**config.mk**
```make
export PLATFORM = sky130hd
export DESIGN_NAME = asfm_core
export DESIGN_NICKNAME = d
export VERILOG_FILES = /design/src/logic/asfm_pkg.sv /design/src/logic/asfm_core.sv
export SDC_FILE = /design/constraint.sdc
export NUM_CORES = 2
export LEC_CHECK = 0
export BUFFER_PORTS_ARGS = -buffer_cell sky130_fd_sc_hd__buf_4
export CORE_AREA = 2 2 400 402
export DETAILED_ROUTE_END_ITERATION = 12
export DIE_AREA = 0 0 402 404
export GPL_TIMING_DRIVEN = 0
export HOLD_SLACK_MARGIN = 0.05
export SYNTH_ARGS = -nofsm -noshare
export SYNTH_HDL_FRONTEND = slang
export SYNTH_SLANG_ARGS = --single-unit
```
**constraint.sdc**
```tcl
create_clock -name core_clk_in -period 8.4 [get_ports core_clk_in]
set_input_delay 2.1 -clock core_clk_in [delete_from_list [all_inputs] [get_ports core_clk_in]]
set_output_delay 2.1 -clock core_clk_in [all_outputs]
set_load 0.1 [all_outputs]
```
**src/logic/asfm_pkg.sv**
```systemverilog
// Package with constants, encodings and carrier types of the ALU status and multiplier front block.
package asfm_pkg;

	localparam int FIX_W  = 32;
	localparam int REG_W  = 40;
	localparam int PROD_W = 80;
	localparam int LSB_PAD = 8;

	// Status word field positions.
	localparam int ST_ZERO_BIT  = 0;
	localparam int ST_OVF_BIT   = 1;
	localparam int ST_NEG_BIT   = 2;
	localparam int ST_CARRY_BIT = 3;
	localparam int ST_SIGN_BIT  = 4;
	localparam int ST_INV_BIT   = 5;
	localparam int ST_FLOAT_BIT = 10;
	localparam int ST_HIST_LSB  = 24;
	localparam int ST_HIST_MSB  = 31;

	// Sticky word field positions.
	localparam int SK_UNDER_BIT = 0;
	localparam int SK_FOVF_BIT  = 1;
	localparam int SK_XOVF_BIT  = 2;
	localparam int SK_INV_BIT   = 5;

	localparam logic [31:0] STATUS_RESET = 32'h0000_0000;
	localparam logic [31:0] STICKY_RESET = 32'h0000_0000;
	localparam logic [31:0] FIX_MAX_POS  = 32'h7FFF_FFFF;
	localparam logic [31:0] FIX_MAX_NEG  = 32'h8000_0000;
	localparam logic signed [9:0] FP_EXP_MAX = 10'sd127;

	typedef enum logic [4:0] {
		ASFM_OP_ADD    = 5'b0_0000,
		ASFM_OP_SUB    = 5'b0_0001,
		ASFM_OP_ADDC   = 5'b0_0010,
		ASFM_OP_SUBB   = 5'b0_0011,
		ASFM_OP_AVG    = 5'b0_0100,
		ASFM_OP_COMP   = 5'b0_0101,
		ASFM_OP_INCC   = 5'b0_0110,
		ASFM_OP_DECC   = 5'b0_0111,
		ASFM_OP_INC    = 5'b0_1000,
		ASFM_OP_DEC    = 5'b0_1001,
		ASFM_OP_NEG    = 5'b0_1010,
		ASFM_OP_MAG    = 5'b0_1011,
		ASFM_OP_PASS   = 5'b0_1100,
		ASFM_OP_AND    = 5'b0_1101,
		ASFM_OP_OR     = 5'b0_1110,
		ASFM_OP_XOR    = 5'b0_1111,
		ASFM_OP_NOT    = 5'b1_0000,
		ASFM_OP_MIN    = 5'b1_0001,
		ASFM_OP_MAX    = 5'b1_0010,
		ASFM_OP_LIMIT  = 5'b1_0011,
		ASFM_OP_FLOAT  = 5'b1_0100,
		ASFM_OP_FCOMP  = 5'b1_0101,
		ASFM_OP_FMAG   = 5'b1_0110,
		ASFM_OP_FSIGX  = 5'b1_0111,
		ASFM_OP_FTOFIX = 5'b1_1000
	} asfm_alu_op_t;

	typedef enum logic [2:0] {
		ASFM_MD_NONE   = 3'b000,
		ASFM_MD_TO_RF  = 3'b001,
		ASFM_MD_LOAD   = 3'b010,
		ASFM_MD_ACCADD = 3'b011,
		ASFM_MD_ACCSUB = 3'b100,
		ASFM_MD_FLOAT  = 3'b101
	} asfm_mult_dest_t;

	typedef struct packed {
		logic               valid;
		asfm_alu_op_t       op;
		logic [REG_W-1:0]   x;
		logic [REG_W-1:0]   y;
	} asfm_alu_req_t;

	// Outcome of the floating-point datapath, already rounded, for the current ALU operation.
	typedef struct packed {
		logic [REG_W-1:0]   result;
		logic               zero;
		logic               negative;
		logic               underflow;
		logic signed [9:0]  exponent;
		logic               in_nan;
		logic               inf_add_opposite;
		logic               inf_sub_like;
		logic               conv_overflow;
		logic               conv_infinity;
		logic               x_negative;
		logic               x_greater;
	} asfm_fp_stat_t;

	typedef struct packed {
		logic               valid;
		asfm_mult_dest_t    dest;
		logic               acc_sel;
		logic               fractional;
		logic               x_signed;
		logic               y_signed;
		logic [REG_W-1:0]   x;
		logic [REG_W-1:0]   y;
		logic [REG_W-1:0]   fp_product;
	} asfm_mult_req_t;

	typedef struct packed {
		logic               we;
		logic [REG_W-1:0]   data;
	} asfm_rf_wr_t;

endpackage

```
**src/logic/asfm_core.sv**
```systemverilog
// ALU status-flag generation with compare history, and the fixed-point multiplier front end with two accumulators.
`timescale 1ns/100ps

// Behaviour
// - Each ALU flag is registered at the cycle end and visible next cycle.
// - A software write of either status word beats the same-cycle ALU flag update.
// - Zero flag set on zero result or float underflow, else cleared.
// - Underflow sticky set for float results and float-to-fixed when below smallest value.
// - Negative flag follows the result sign for every ALU operation.
// - Fixed overflow: top two result bits differ sets overflow flag and fixed sticky.
// - Float overflow: unbiased exponent above 127 sets overflow flag and float sticky.
// - Carry is the carry out for arithmetic; zero for logic, pass, min, max, compare, magnitude, limit.
// - Add-with-carry and subtract-with-borrow use the current carry flag as carry in.
// - Input sign flag set only for magnitude and significand extract on negative input.
// - Invalid flag and sticky on NaN, bad infinity sums, unclamped conversion overflow or infinity.
// - Float operation flag set for float operations, cleared for fixed ones.
// - Compare shifts history toward bit 24, bit 31 gets X greater than Y.
// - Invalid sticky sits at bit 5 of the sticky word.
// - Operations only set sticky flags; unaffected flags keep their value.
// - Fixed multiply takes 32-bit operands giving 80 bits; float takes 32 or 40 bits.
// - Multiplier reads operands early and writes late, so source may equal destination.
// - Fixed multiplier operands are the upper 32 bits of 40-bit sources.
// - Signed fractional times signed fractional product is shifted left one bit.
// - Fixed products go to register file or an accumulator; float products to register file.
// - Both operands share integer or fractional format; each has its own signedness.
// - Multiply-accumulate may add to or subtract from the accumulator.
// - A sticky flag stays high until software clears it.
// - Status bits: 0 zero, 1 overflow, 2 negative, 3 carry, 4 sign, 5 invalid, 10 float.
// - Clamp enable saturates fixed overflows and gates the conversion invalid condition.
module asfm_core #(
	parameter int ACC_COUNT = 2
) (
	input  wire logic                          core_clk_in,
	input  wire logic                          rstn_in,
	input  wire logic                          overflow_clamp_enable_in,
	input  wire asfm_pkg::asfm_alu_req_t       alu_req_in,
	input  wire asfm_pkg::asfm_fp_stat_t       fp_stat_in,
	input  wire logic                          status_we_in,
	input  wire logic [31:0]                   status_wdata_in,
	input  wire logic                          sticky_we_in,
	input  wire logic [31:0]                   sticky_wdata_in,
	input  wire asfm_pkg::asfm_mult_req_t      mult_req_in,
	output logic [31:0]                        arith_status_word_out,
	output logic [31:0]                        sticky_status_word_out,
	output asfm_pkg::asfm_rf_wr_t              alu_wr_out,
	output asfm_pkg::asfm_rf_wr_t              mult_wr_out,
	output logic [ACC_COUNT*asfm_pkg::PROD_W-1:0] mult_result_accumulator_out
);

	localparam int W = asfm_pkg::FIX_W;
	localparam int P = asfm_pkg::PROD_W;

	logic [31:0]           arith_status_word;
	logic [31:0]           sticky_status_word;
	logic [31:0]           next_arith_status_word;
	logic [31:0]           next_sticky_status_word;
	asfm_pkg::asfm_rf_wr_t alu_wr;
	asfm_pkg::asfm_rf_wr_t next_alu_wr;

	logic [W-1:0]  opx;
	logic [W-1:0]  opy;
	logic [W-1:0]  add_a;
	logic [W-1:0]  add_b;
	logic          add_cin;
	logic [W:0]    sum_u;
	logic [W:0]    sum_s;
	logic          carry_in_flag;

	// Fixed operands are the upper word of the 40-bit register, low byte ignored.
	assign opx           = alu_req_in.x[asfm_pkg::REG_W-1 -: W];
	assign opy           = alu_req_in.y[asfm_pkg::REG_W-1 -: W];
	assign carry_in_flag = arith_status_word[asfm_pkg::ST_CARRY_BIT];

	// One shared adder serves every fixed arithmetic operation; subtraction adds the inverted operand.
	always_comb begin
		add_a   = opx;
		add_b   = opy;
		add_cin = 1'b0;
		case (alu_req_in.op)
			asfm_pkg::ASFM_OP_SUB,
			asfm_pkg::ASFM_OP_COMP: begin
				add_b   = ~opy;
				add_cin = 1'b1;
			end
			asfm_pkg::ASFM_OP_ADDC: begin
				add_cin = carry_in_flag;
			end
			asfm_pkg::ASFM_OP_SUBB: begin
				add_b   = ~opy;
				add_cin = carry_in_flag;
			end
			asfm_pkg::ASFM_OP_INCC: begin
				add_b   = '0;
				add_cin = carry_in_flag;
			end
			asfm_pkg::ASFM_OP_DECC: begin
				add_b   = '1;
				add_cin = carry_in_flag;
			end
			asfm_pkg::ASFM_OP_INC: begin
				add_b   = '0;
				add_cin = 1'b1;
			end
			asfm_pkg::ASFM_OP_DEC: begin
				add_b = '1;
			end
			asfm_pkg::ASFM_OP_NEG,
			asfm_pkg::ASFM_OP_MAG: begin
				add_a   = '0;
				add_b   = ~opx;
				add_cin = 1'b1;
			end
			default: begin
				add_a   = opx;
				add_b   = opy;
				add_cin = 1'b0;
			end
		endcase
	end

	assign sum_u = {1'b0, add_a} + {1'b0, add_b} + {{W{1'b0}}, add_cin};
	assign sum_s = {add_a[W-1], add_a} + {add_b[W-1], add_b} + {{W{1'b0}}, add_cin};

	logic [W-1:0]  fx_res;
	logic          fx_ovf;
	logic          fx_carry;
	logic          x_gt_y;
	logic          is_float;
	logic          is_compare;

	assign x_gt_y     = $signed(opx) > $signed(opy);
	assign is_float   = alu_req_in.op inside {asfm_pkg::ASFM_OP_FLOAT, asfm_pkg::ASFM_OP_FCOMP,
		asfm_pkg::ASFM_OP_FMAG, asfm_pkg::ASFM_OP_FSIGX, asfm_pkg::ASFM_OP_FTOFIX};
	assign is_compare = alu_req_in.op inside {asfm_pkg::ASFM_OP_COMP, asfm_pkg::ASFM_OP_FCOMP};

	// Fixed result, overflow and carry before clamping.
	always_comb begin
		fx_res   = sum_u[W-1:0];
		fx_ovf   = sum_s[W] ^ sum_s[W-1];
		fx_carry = sum_u[W];
		case (alu_req_in.op)
			asfm_pkg::ASFM_OP_AVG: begin
				fx_res = sum_s[W:1];
				fx_ovf = 1'b0;
			end
			asfm_pkg::ASFM_OP_MAG: begin
				fx_res   = opx[W-1] ? sum_u[W-1:0] : opx;
				fx_ovf   = opx[W-1] & (sum_s[W] ^ sum_s[W-1]);
				fx_carry = 1'b0;
			end
			asfm_pkg::ASFM_OP_COMP: begin
				fx_ovf   = 1'b0;
				fx_carry = 1'b0;
			end
			asfm_pkg::ASFM_OP_PASS,
			asfm_pkg::ASFM_OP_AND,
			asfm_pkg::ASFM_OP_OR,
			asfm_pkg::ASFM_OP_XOR,
			asfm_pkg::ASFM_OP_NOT,
			asfm_pkg::ASFM_OP_MIN,
			asfm_pkg::ASFM_OP_MAX,
			asfm_pkg::ASFM_OP_LIMIT: begin
				fx_ovf   = 1'b0;
				fx_carry = 1'b0;
				case (alu_req_in.op)
					asfm_pkg::ASFM_OP_PASS: fx_res = opx;
					asfm_pkg::ASFM_OP_AND: fx_res  = opx & opy;
					asfm_pkg::ASFM_OP_OR: fx_res   = opx | opy;
					asfm_pkg::ASFM_OP_XOR: fx_res  = opx ^ opy;
					asfm_pkg::ASFM_OP_NOT: fx_res  = ~opx;
					asfm_pkg::ASFM_OP_MIN: fx_res  = x_gt_y ? opy : opx;
					asfm_pkg::ASFM_OP_MAX: fx_res  = x_gt_y ? opx : opy;
					default: begin
						// Limit X to the band of plus and minus the magnitude of Y.
						if ($signed(opx) > $signed(opy[W-1] ? -opy : opy)) begin
							fx_res = opy[W-1] ? -opy : opy;
						end else if ($signed(opx) < $signed(opy[W-1] ? opy : -opy)) begin
							fx_res = opy[W-1] ? opy : -opy;
						end else begin
							fx_res = opx;
						end
					end
				endcase
			end
			default: begin
				fx_res   = sum_u[W-1:0];
				fx_ovf   = sum_s[W] ^ sum_s[W-1];
				fx_carry = sum_u[W];
			end
		endcase
	end

	// Clamping to full scale; overflow and carry describe the unclamped result, zero and negative the clamped one.
	logic [W-1:0] fx_out;
	assign fx_out = (overflow_clamp_enable_in && fx_ovf)
		? (sum_s[W] ? asfm_pkg::FIX_MAX_NEG : asfm_pkg::FIX_MAX_POS) : fx_res;

	// Flag and sticky update, then software writes on top.
	logic f_zero;
	logic f_ovf;
	logic f_neg;
	logic f_carry;
	logic f_sign;
	logic f_inv;
	logic f_under;
	logic f_fovf;
	logic f_gt;

	always_comb begin
		f_zero  = (fx_out == '0);
		f_ovf   = fx_ovf;
		f_neg   = fx_out[W-1];
		f_carry = fx_carry;
		f_sign  = (alu_req_in.op == asfm_pkg::ASFM_OP_MAG) && opx[W-1];
		f_inv   = 1'b0;
		f_under = 1'b0;
		f_fovf  = 1'b0;
		f_gt    = x_gt_y;
		if (is_float) begin
			f_under = fp_stat_in.underflow;
			f_zero  = fp_stat_in.zero || fp_stat_in.underflow;
			f_fovf  = fp_stat_in.exponent > asfm_pkg::FP_EXP_MAX;
			f_ovf   = f_fovf;
			f_neg   = fp_stat_in.negative;
			f_carry = 1'b0;
			f_sign  = (alu_req_in.op inside {asfm_pkg::ASFM_OP_FMAG, asfm_pkg::ASFM_OP_FSIGX})
				&& fp_stat_in.x_negative;
			f_inv   = fp_stat_in.in_nan || fp_stat_in.inf_add_opposite || fp_stat_in.inf_sub_like
				|| (!overflow_clamp_enable_in && (alu_req_in.op == asfm_pkg::ASFM_OP_FTOFIX)
				&& (fp_stat_in.conv_overflow || fp_stat_in.conv_infinity));
			f_gt    = fp_stat_in.x_greater;
		end
	end

	always_comb begin
		next_arith_status_word  = arith_status_word;
		next_sticky_status_word = sticky_status_word;
		if (alu_req_in.valid) begin
			next_arith_status_word[asfm_pkg::ST_ZERO_BIT]  = f_zero;
			next_arith_status_word[asfm_pkg::ST_OVF_BIT]   = f_ovf;
			next_arith_status_word[asfm_pkg::ST_NEG_BIT]   = f_neg;
			next_arith_status_word[asfm_pkg::ST_CARRY_BIT] = f_carry;
			next_arith_status_word[asfm_pkg::ST_SIGN_BIT]  = f_sign;
			next_arith_status_word[asfm_pkg::ST_INV_BIT]   = f_inv;
			next_arith_status_word[asfm_pkg::ST_FLOAT_BIT] = is_float;
			if (is_compare) begin
				next_arith_status_word[asfm_pkg::ST_HIST_MSB:asfm_pkg::ST_HIST_LSB] =
					{f_gt, arith_status_word[asfm_pkg::ST_HIST_MSB:asfm_pkg::ST_HIST_LSB+1]};
			end
			// Sticky bits are only ever OR-ed in here.
			next_sticky_status_word[asfm_pkg::SK_UNDER_BIT] = sticky_status_word[asfm_pkg::SK_UNDER_BIT]
				| f_under;
			next_sticky_status_word[asfm_pkg::SK_FOVF_BIT]  = sticky_status_word[asfm_pkg::SK_FOVF_BIT]
				| f_fovf;
			next_sticky_status_word[asfm_pkg::SK_XOVF_BIT]  = sticky_status_word[asfm_pkg::SK_XOVF_BIT]
				| (!is_float && fx_ovf);
			next_sticky_status_word[asfm_pkg::SK_INV_BIT]   = sticky_status_word[asfm_pkg::SK_INV_BIT]
				| f_inv;
		end
		if (status_we_in) begin
			next_arith_status_word = status_wdata_in;
		end
		if (sticky_we_in) begin
			next_sticky_status_word = sticky_wdata_in;
		end
	end

	always_comb begin
		next_alu_wr.we   = alu_req_in.valid && !is_compare;
		next_alu_wr.data = is_float && (alu_req_in.op != asfm_pkg::ASFM_OP_FTOFIX) ? fp_stat_in.result
			: {(is_float ? fp_stat_in.result[asfm_pkg::REG_W-1 -: W] : fx_out), {asfm_pkg::LSB_PAD{1'b0}}};
	end

	always_ff @(posedge core_clk_in or negedge rstn_in) begin
		if (!rstn_in) begin
			arith_status_word  <= asfm_pkg::STATUS_RESET;
			sticky_status_word <= asfm_pkg::STICKY_RESET;
			alu_wr             <= '0;
		end else begin
			arith_status_word  <= next_arith_status_word;
			sticky_status_word <= next_sticky_status_word;
			alu_wr             <= next_alu_wr;
		end
	end

	// Multiplier front end. Operands are sampled combinationally and the answer is registered, so the
	// register file may read a location and see it overwritten by the same instruction's result.
	logic [W-1:0] m_x;
	logic [W-1:0] m_y;
	logic [P-1:0] m_xe;
	logic [P-1:0] m_ye;
	logic [P-1:0] m_raw;
	logic [P-1:0] m_prod;

	assign m_x  = mult_req_in.x[asfm_pkg::REG_W-1 -: W];
	assign m_y  = mult_req_in.y[asfm_pkg::REG_W-1 -: W];
	assign m_xe = {{(P-W){mult_req_in.x_signed & m_x[W-1]}}, m_x};
	assign m_ye = {{(P-W){mult_req_in.y_signed & m_y[W-1]}}, m_y};
	assign m_raw = m_xe * m_ye;
	assign m_prod = (mult_req_in.fractional && mult_req_in.x_signed && mult_req_in.y_signed)
		? {m_raw[P-2:0], 1'b0} : m_raw;

	logic [P-1:0]          acc [ACC_COUNT];
	logic [P-1:0]          next_acc [ACC_COUNT];
	asfm_pkg::asfm_rf_wr_t mult_wr;
	asfm_pkg::asfm_rf_wr_t next_mult_wr;

	always_comb begin
		for (int i = 0; i < ACC_COUNT; i++) begin
			next_acc[i] = acc[i];
		end
		next_mult_wr.we   = 1'b0;
		next_mult_wr.data = mult_wr.data;
		if (mult_req_in.valid) begin
			case (mult_req_in.dest)
				asfm_pkg::ASFM_MD_TO_RF: begin
					// Fractional results come from the upper word, integer ones from the lower.
					next_mult_wr.we   = 1'b1;
					next_mult_wr.data = {(mult_req_in.fractional ? m_prod[2*W-1:W] : m_prod[W-1:0]),
						{asfm_pkg::LSB_PAD{1'b0}}};
				end
				asfm_pkg::ASFM_MD_LOAD: begin
					next_acc[mult_req_in.acc_sel] = m_prod;
				end
				asfm_pkg::ASFM_MD_ACCADD: begin
					next_acc[mult_req_in.acc_sel] = acc[mult_req_in.acc_sel] + m_prod;
				end
				asfm_pkg::ASFM_MD_ACCSUB: begin
					next_acc[mult_req_in.acc_sel] = acc[mult_req_in.acc_sel] - m_prod;
				end
				asfm_pkg::ASFM_MD_FLOAT: begin
					next_mult_wr.we   = 1'b1;
					next_mult_wr.data = mult_req_in.fp_product;
				end
				default: begin
					next_mult_wr.we = 1'b0;
				end
			endcase
		end
	end

	always_ff @(posedge core_clk_in or negedge rstn_in) begin
		if (!rstn_in) begin
			for (int i = 0; i < ACC_COUNT; i++) begin
				acc[i] <= '0;
			end
			mult_wr <= '0;
		end else begin
			for (int i = 0; i < ACC_COUNT; i++) begin
				acc[i] <= next_acc[i];
			end
			mult_wr <= next_mult_wr;
		end
	end

	always_comb begin
		for (int i = 0; i < ACC_COUNT; i++) begin
			mult_result_accumulator_out[i*P +: P] = acc[i];
		end
	end

	assign arith_status_word_out  = arith_status_word;
	assign sticky_status_word_out = sticky_status_word;
	assign alu_wr_out             = alu_wr;
	assign mult_wr_out            = mult_wr;

endmodule // asfm_core

```
### Yosys cells after proc, flatten, opt, wreduce, memory -nomap -nowiden

Index checks and enable logic that the tools add are counted.

| storage, ports and cells | value |
|---|---|
| register bits after elaboration | 306 |
| input port bits | 343 |
| output and inout port bits | 306 |
| logic and storage cells | 159 |

| cells by class | value |
|---|---|
| $add $sub $neg | 7 |
| multipliers | 1 |
| $lt $le $gt $ge | 6 |
| eq/ne operators | 30 |
| mux-type cells | 49 |
| bitwise gates (word level) | 14 |
| reduce and logical (&&, ||, !) cells | 41 |

Operators by type and width:

| cell | count |
|---|---|
| $bwmux 160 | 3 |
| $pmux 160 s3 | 1 |
| $mux 32 | 13 |
| $mux 80 | 4 |
| $pmux 32 s7 | 1 |
| $pmux 32 s4 | 1 |
| $pmux 32 s3 | 1 |
| $add 80x80->80 | 1 |
| $demux 80 s1 | 1 |
| $pmux 40 s2 | 1 |
| $sub 80x80->80 | 1 |
| $add 32x32->33 | 2 |
| $add 33x1->33 | 2 |
| $mul 33x33->66 | 1 |
| $mux 66 | 1 |
| $gt 32x32->1 | 2 |
| $not 32->32 | 2 |
| $eq 5x5->1 const B | 9 |
| $mux 41 | 1 |
| $eq 5x4->1 const B | 8 |
| $mux 40 | 1 |
| $and 32x32->32 | 1 |
| $logic_not 32->1 | 1 |
| $lt 32x32->1 | 1 |
| 35 further kinds | 88 |

### Depth between registers and ports, before layout

| depth | value |
|---|---|
| word-level depth | 14 |
| mapped depth | 53 |
| depth with buffers taken out | 49 |

### Worst setup path after synthesis

Ideal clock, no wire load.

| path | value |
|---|---|
| path type | input -> register |
| start point | input mult_req_in[121] in the netlist's numbering |
| end point | register with a tool-made name |
| library setup time | 0.082 ns |
| arrival | 14.163 ns |
| data required time | 8.318 ns |
| slack | -5.845 ns |
| stages | 48 |
| buffers on the path | 4 |
| path through | and2_1 clkbuf_1 clkbuf_1 nand2_1 inv_1 fa_1 inv_1 fa_1 inv_1 fa_1 fa_1 inv_1 fa_1 inv_1 fa_1 inv_1 fa_1 fa_1 [12 not listed] or4_1 nand2_1 a311oi_1 inv_2 ha_1 a21oi_1 o21bai_1 a221o_1 a221oi_1 nor2_1 nor2_1 o31a_1 o21bai_1 xnor2_1 nor2_1 xnor2_1 nand2b_1 a31oi_1 |

RTL lines:

| element | RTL line | source |
|---|---|---|
| start, declared | asfm_core.sv:42 | `input wire asfm_pkg::asfm_mult_req_t mult_req_in,` |

==> flow_metrics.env <==
export IMPL_drt_initial_drc_count=6804
export IMPL_maxCapViolations=0
export IMPL_ys_seq_area_share_pct=10.6
export IMPL_syn_area_per_cell_um2=8.26
export IMPL_track_usage_pct=41.3
export IMPL_die_x_um=402
export IMPL_grt_max_degree=114
export IMPL_area_growth_pct=25.7
export IMPL_grt_first_pass_wirelength_um=492000
export IMPL_cts_max_level=2
export IMPL_clk_latency_ns=0.62
export IMPL_ant_nets=0
export IMPL_clock_skew_ns=0.0600
export IMPL_synthFlopType="dfrtp_1"
export IMPL_dp_hpwl_um=279000
export IMPL_fin_nets=11793
export IMPL_routed_wl_um=341000
export IMPL_synth_xor_area_share_pct=2.31
export IMPL_async_flop_share_pct=100
export IMPL_synth_top_area_share_pct=31.8
export IMPL_hold_viol=0
export IMPL_crit_fanout=10
export IMPL_start_util_pct=45.8
export IMPL_fmax_mhz=78.2
export IMPL_postSynthCellCount=8751
export IMPL_startpoint_type="primary input"
export IMPL_antenna_found_initial=24
export IMPL_synth_top_cells_by_count="1352 x inv_1, 1207 x nand2_1, 1149 x fa_1"
export IMPL_slowest_delay_ns=0.59
export IMPL_syn_num_nets=10794
export IMPL_via_count=71489
export IMPL_timing_final_ws_setup_ns=-4.38
export IMPL_layout_core_utilization_pct=57.6
export IMPL_maxSlewViolCount=0
export IMPL_grt_overflow_total=0
export IMPL_route_detailed_drc=0
export IMPL_synth_seq_cells=306
export IMPL_dr_pass1_iters=6
export IMPL_rsz0062_at_grt="yes"
export IMPL_hold_buffers=0
export IMPL_synth_compound_area_share_pct=16.8
export IMPL_num_rows=146
export IMPL_muxShareOfSynthArea_pct=2.75
export IMPL_worstPathArrival_ns=13.28
export IMPL_status="complete, but fails checks"
export IMPL_min_path_type="flip-flop to flip-flop"
export IMPL_die_y_um=404
export IMPL_critPathCaptureType="flip-flop"
export IMPL_hp_start="mult_wr_out[25]"
export IMPL_wl_per_cell_um=28.8
export IMPL_worst_path_max_delay_cell="fa_2"
export IMPL_cts_path_max_buffers=3
export IMPL_grt_pass1_vias=72779
export IMPL_synth_area_um2=72300
export IMPL_cts_buffers=35
export IMPL_synth_top_family_by_area="adder cells"
export IMPL_yosysWarnings=0
export IMPL_clockRootBuffer="clkbuf_16"
export IMPL_fin_crit_sh_pct=152
export IMPL_coreArea_um2=158000
export IMPL_worstPathRequired_ns=8.90
export IMPL_layout_drive_gt1_share_pct=22.8
export IMPL_slew_headroom_pct=4.46
export IMPL_yosys_area_share_simple_pct=16.2
export IMPL_crit_top_cell="fa_1"
export IMPL_io_pins=649
export IMPL_die_area_um2=162000
export IMPL_via_per_inst=6.03
export IMPL_synth_top_area_cell="fa_1"
export IMPL_r2r_start="arith_status_word_out[3]"
export IMPL_ys_types=92
export IMPL_critPathLaunch="mult_req_in[97]"
export IMPL_period_minus_slack_ns=12.78
export IMPL_gp_congestion=1.05
export IMPL_placedCellCount=11430
export IMPL_cts_clk_slew_worst_paths_ns=0.06
export IMPL_tightestPinTransition_ns=1.43
export IMPL_cts_tree="built"
export IMPL_failed_checks="setup timing"
export IMPL_synth_area_leaders="fa_1 32%, dfrtp_1 11%, ha_1 9.5%"
export IMPL_synth_edf_count=0
export IMPL_synth_most_common_cell="inv_1"
export IMPL_setup_viol=212
export IMPL_worst_setup_path_type="primary input to flip-flop"
export IMPL_instances_no_fill=11854
export IMPL_clkSinkCount=306
export IMPL_synthAdderAreaFrac_pct=41.4
export IMPL_portBuffers=604
-- critical path, delay by kind of cell --
kind,cells,cell delay (ns)
fa+ha+maj,10,4.71
compound gates,22,4.14
buf+inv,8,1.04
simple gates,4,0.65
xor+xnor,2,0.43
mux,1,0.16
-- path summary, 6_finish.rpt --
kind / endpoint / slack [ns] / depth (start not counted)
worst max-delay path: flip-flop / -4.38 / 47
worst min-delay path: mult_wr_out[25] / 0.48 / 2
worst max register to register: arith_status_word_out[0] / 1.62 / 27
worst min register to register: mult_wr_out[25] / 0.48 / 2
max in group asynchronous: alu_wr_out[33] / 5.62 / 2
min in group asynchronous: async pin / 1.60 / 1
-- layout make-up --
class | instances | area (µm²)
inverters | 1356 | 5130
flip-flops and latches | 306 | 7660
clock inverters | 16 | 193
well taps | 2072 | 2590
plain buffers | 529 | 4340
repair buffers | 984 | 7990
fillers | 14496 | 67000
clock buffers | 45 | 943
diodes | 8 | 20.0
multi-input cells | 6538 | 62000
-- per-stage QoR --
step / setup WS, ns / TNS, ns / hold slack (ns) / cell area [µm²]
finish: -4.38 / -484.10 / 0.482 / 90900
global route: -4.55 / -528.77 / 0.508 / 90800
CTS: -4.21 / -458.30 / 0.485 / 88600
detailed placement: -7.16 / -896.34 / 0.472 / 81400
global placement: -7.05 / -889.43 / 0.465 / 81300
floorplan: -4.06 / -359.22 / 0.963 / 74200
-- cells by family after synthesis --
logic type      Yosys count
simple gates           2564
flops                   306
xor+xnor                191
fa+ha+maj              1700
compound gates         1902
mux                     181
buf+inv                1907
-- cell usage in the layout, fill, tap and decap left out, drive strengths merged, types with 54 or more instances in the layout --
cell and instances:
a22oi 55, a211oi 57, and2 421, mux2 129, dfrtp 306, a21oi 496
nand3 66, xnor2 148, o221ai 68, nand4 56, inv 1355, a221oi 54
fa 1149, o22ai 97, o21bai 75, clkbuf 491, nor2 469, buf 1067
a21o 139, nand2 1207, nor3 86, ha 551, o21ai 501
-- metal layers --
layer  GRT usage (%)  vias up  wire length (µm)  share of wire (%)
met2            63.9     3805            151000                 44
met4            21.0       22             21000                6.2
li1                -    30587                 -                  -
met3            12.0      871             38000                 11
met5           0.714        -               287              0.084
met1            52.6    36204            131000                 38
-- what timing repair did --
item / in CTS / in global routing
endpoints found under the setup margin: 211 / 214
pin swaps: 262 / 216
gates cloned: 7 / 1
setup buffers: 264 / 116
hold endpoints to repair: 0 / 0
resized for setup: 898 / 445
Power is not shown: default switching activity piles up to over one toggle a cycle in this logic, so the estimate is an artifact.
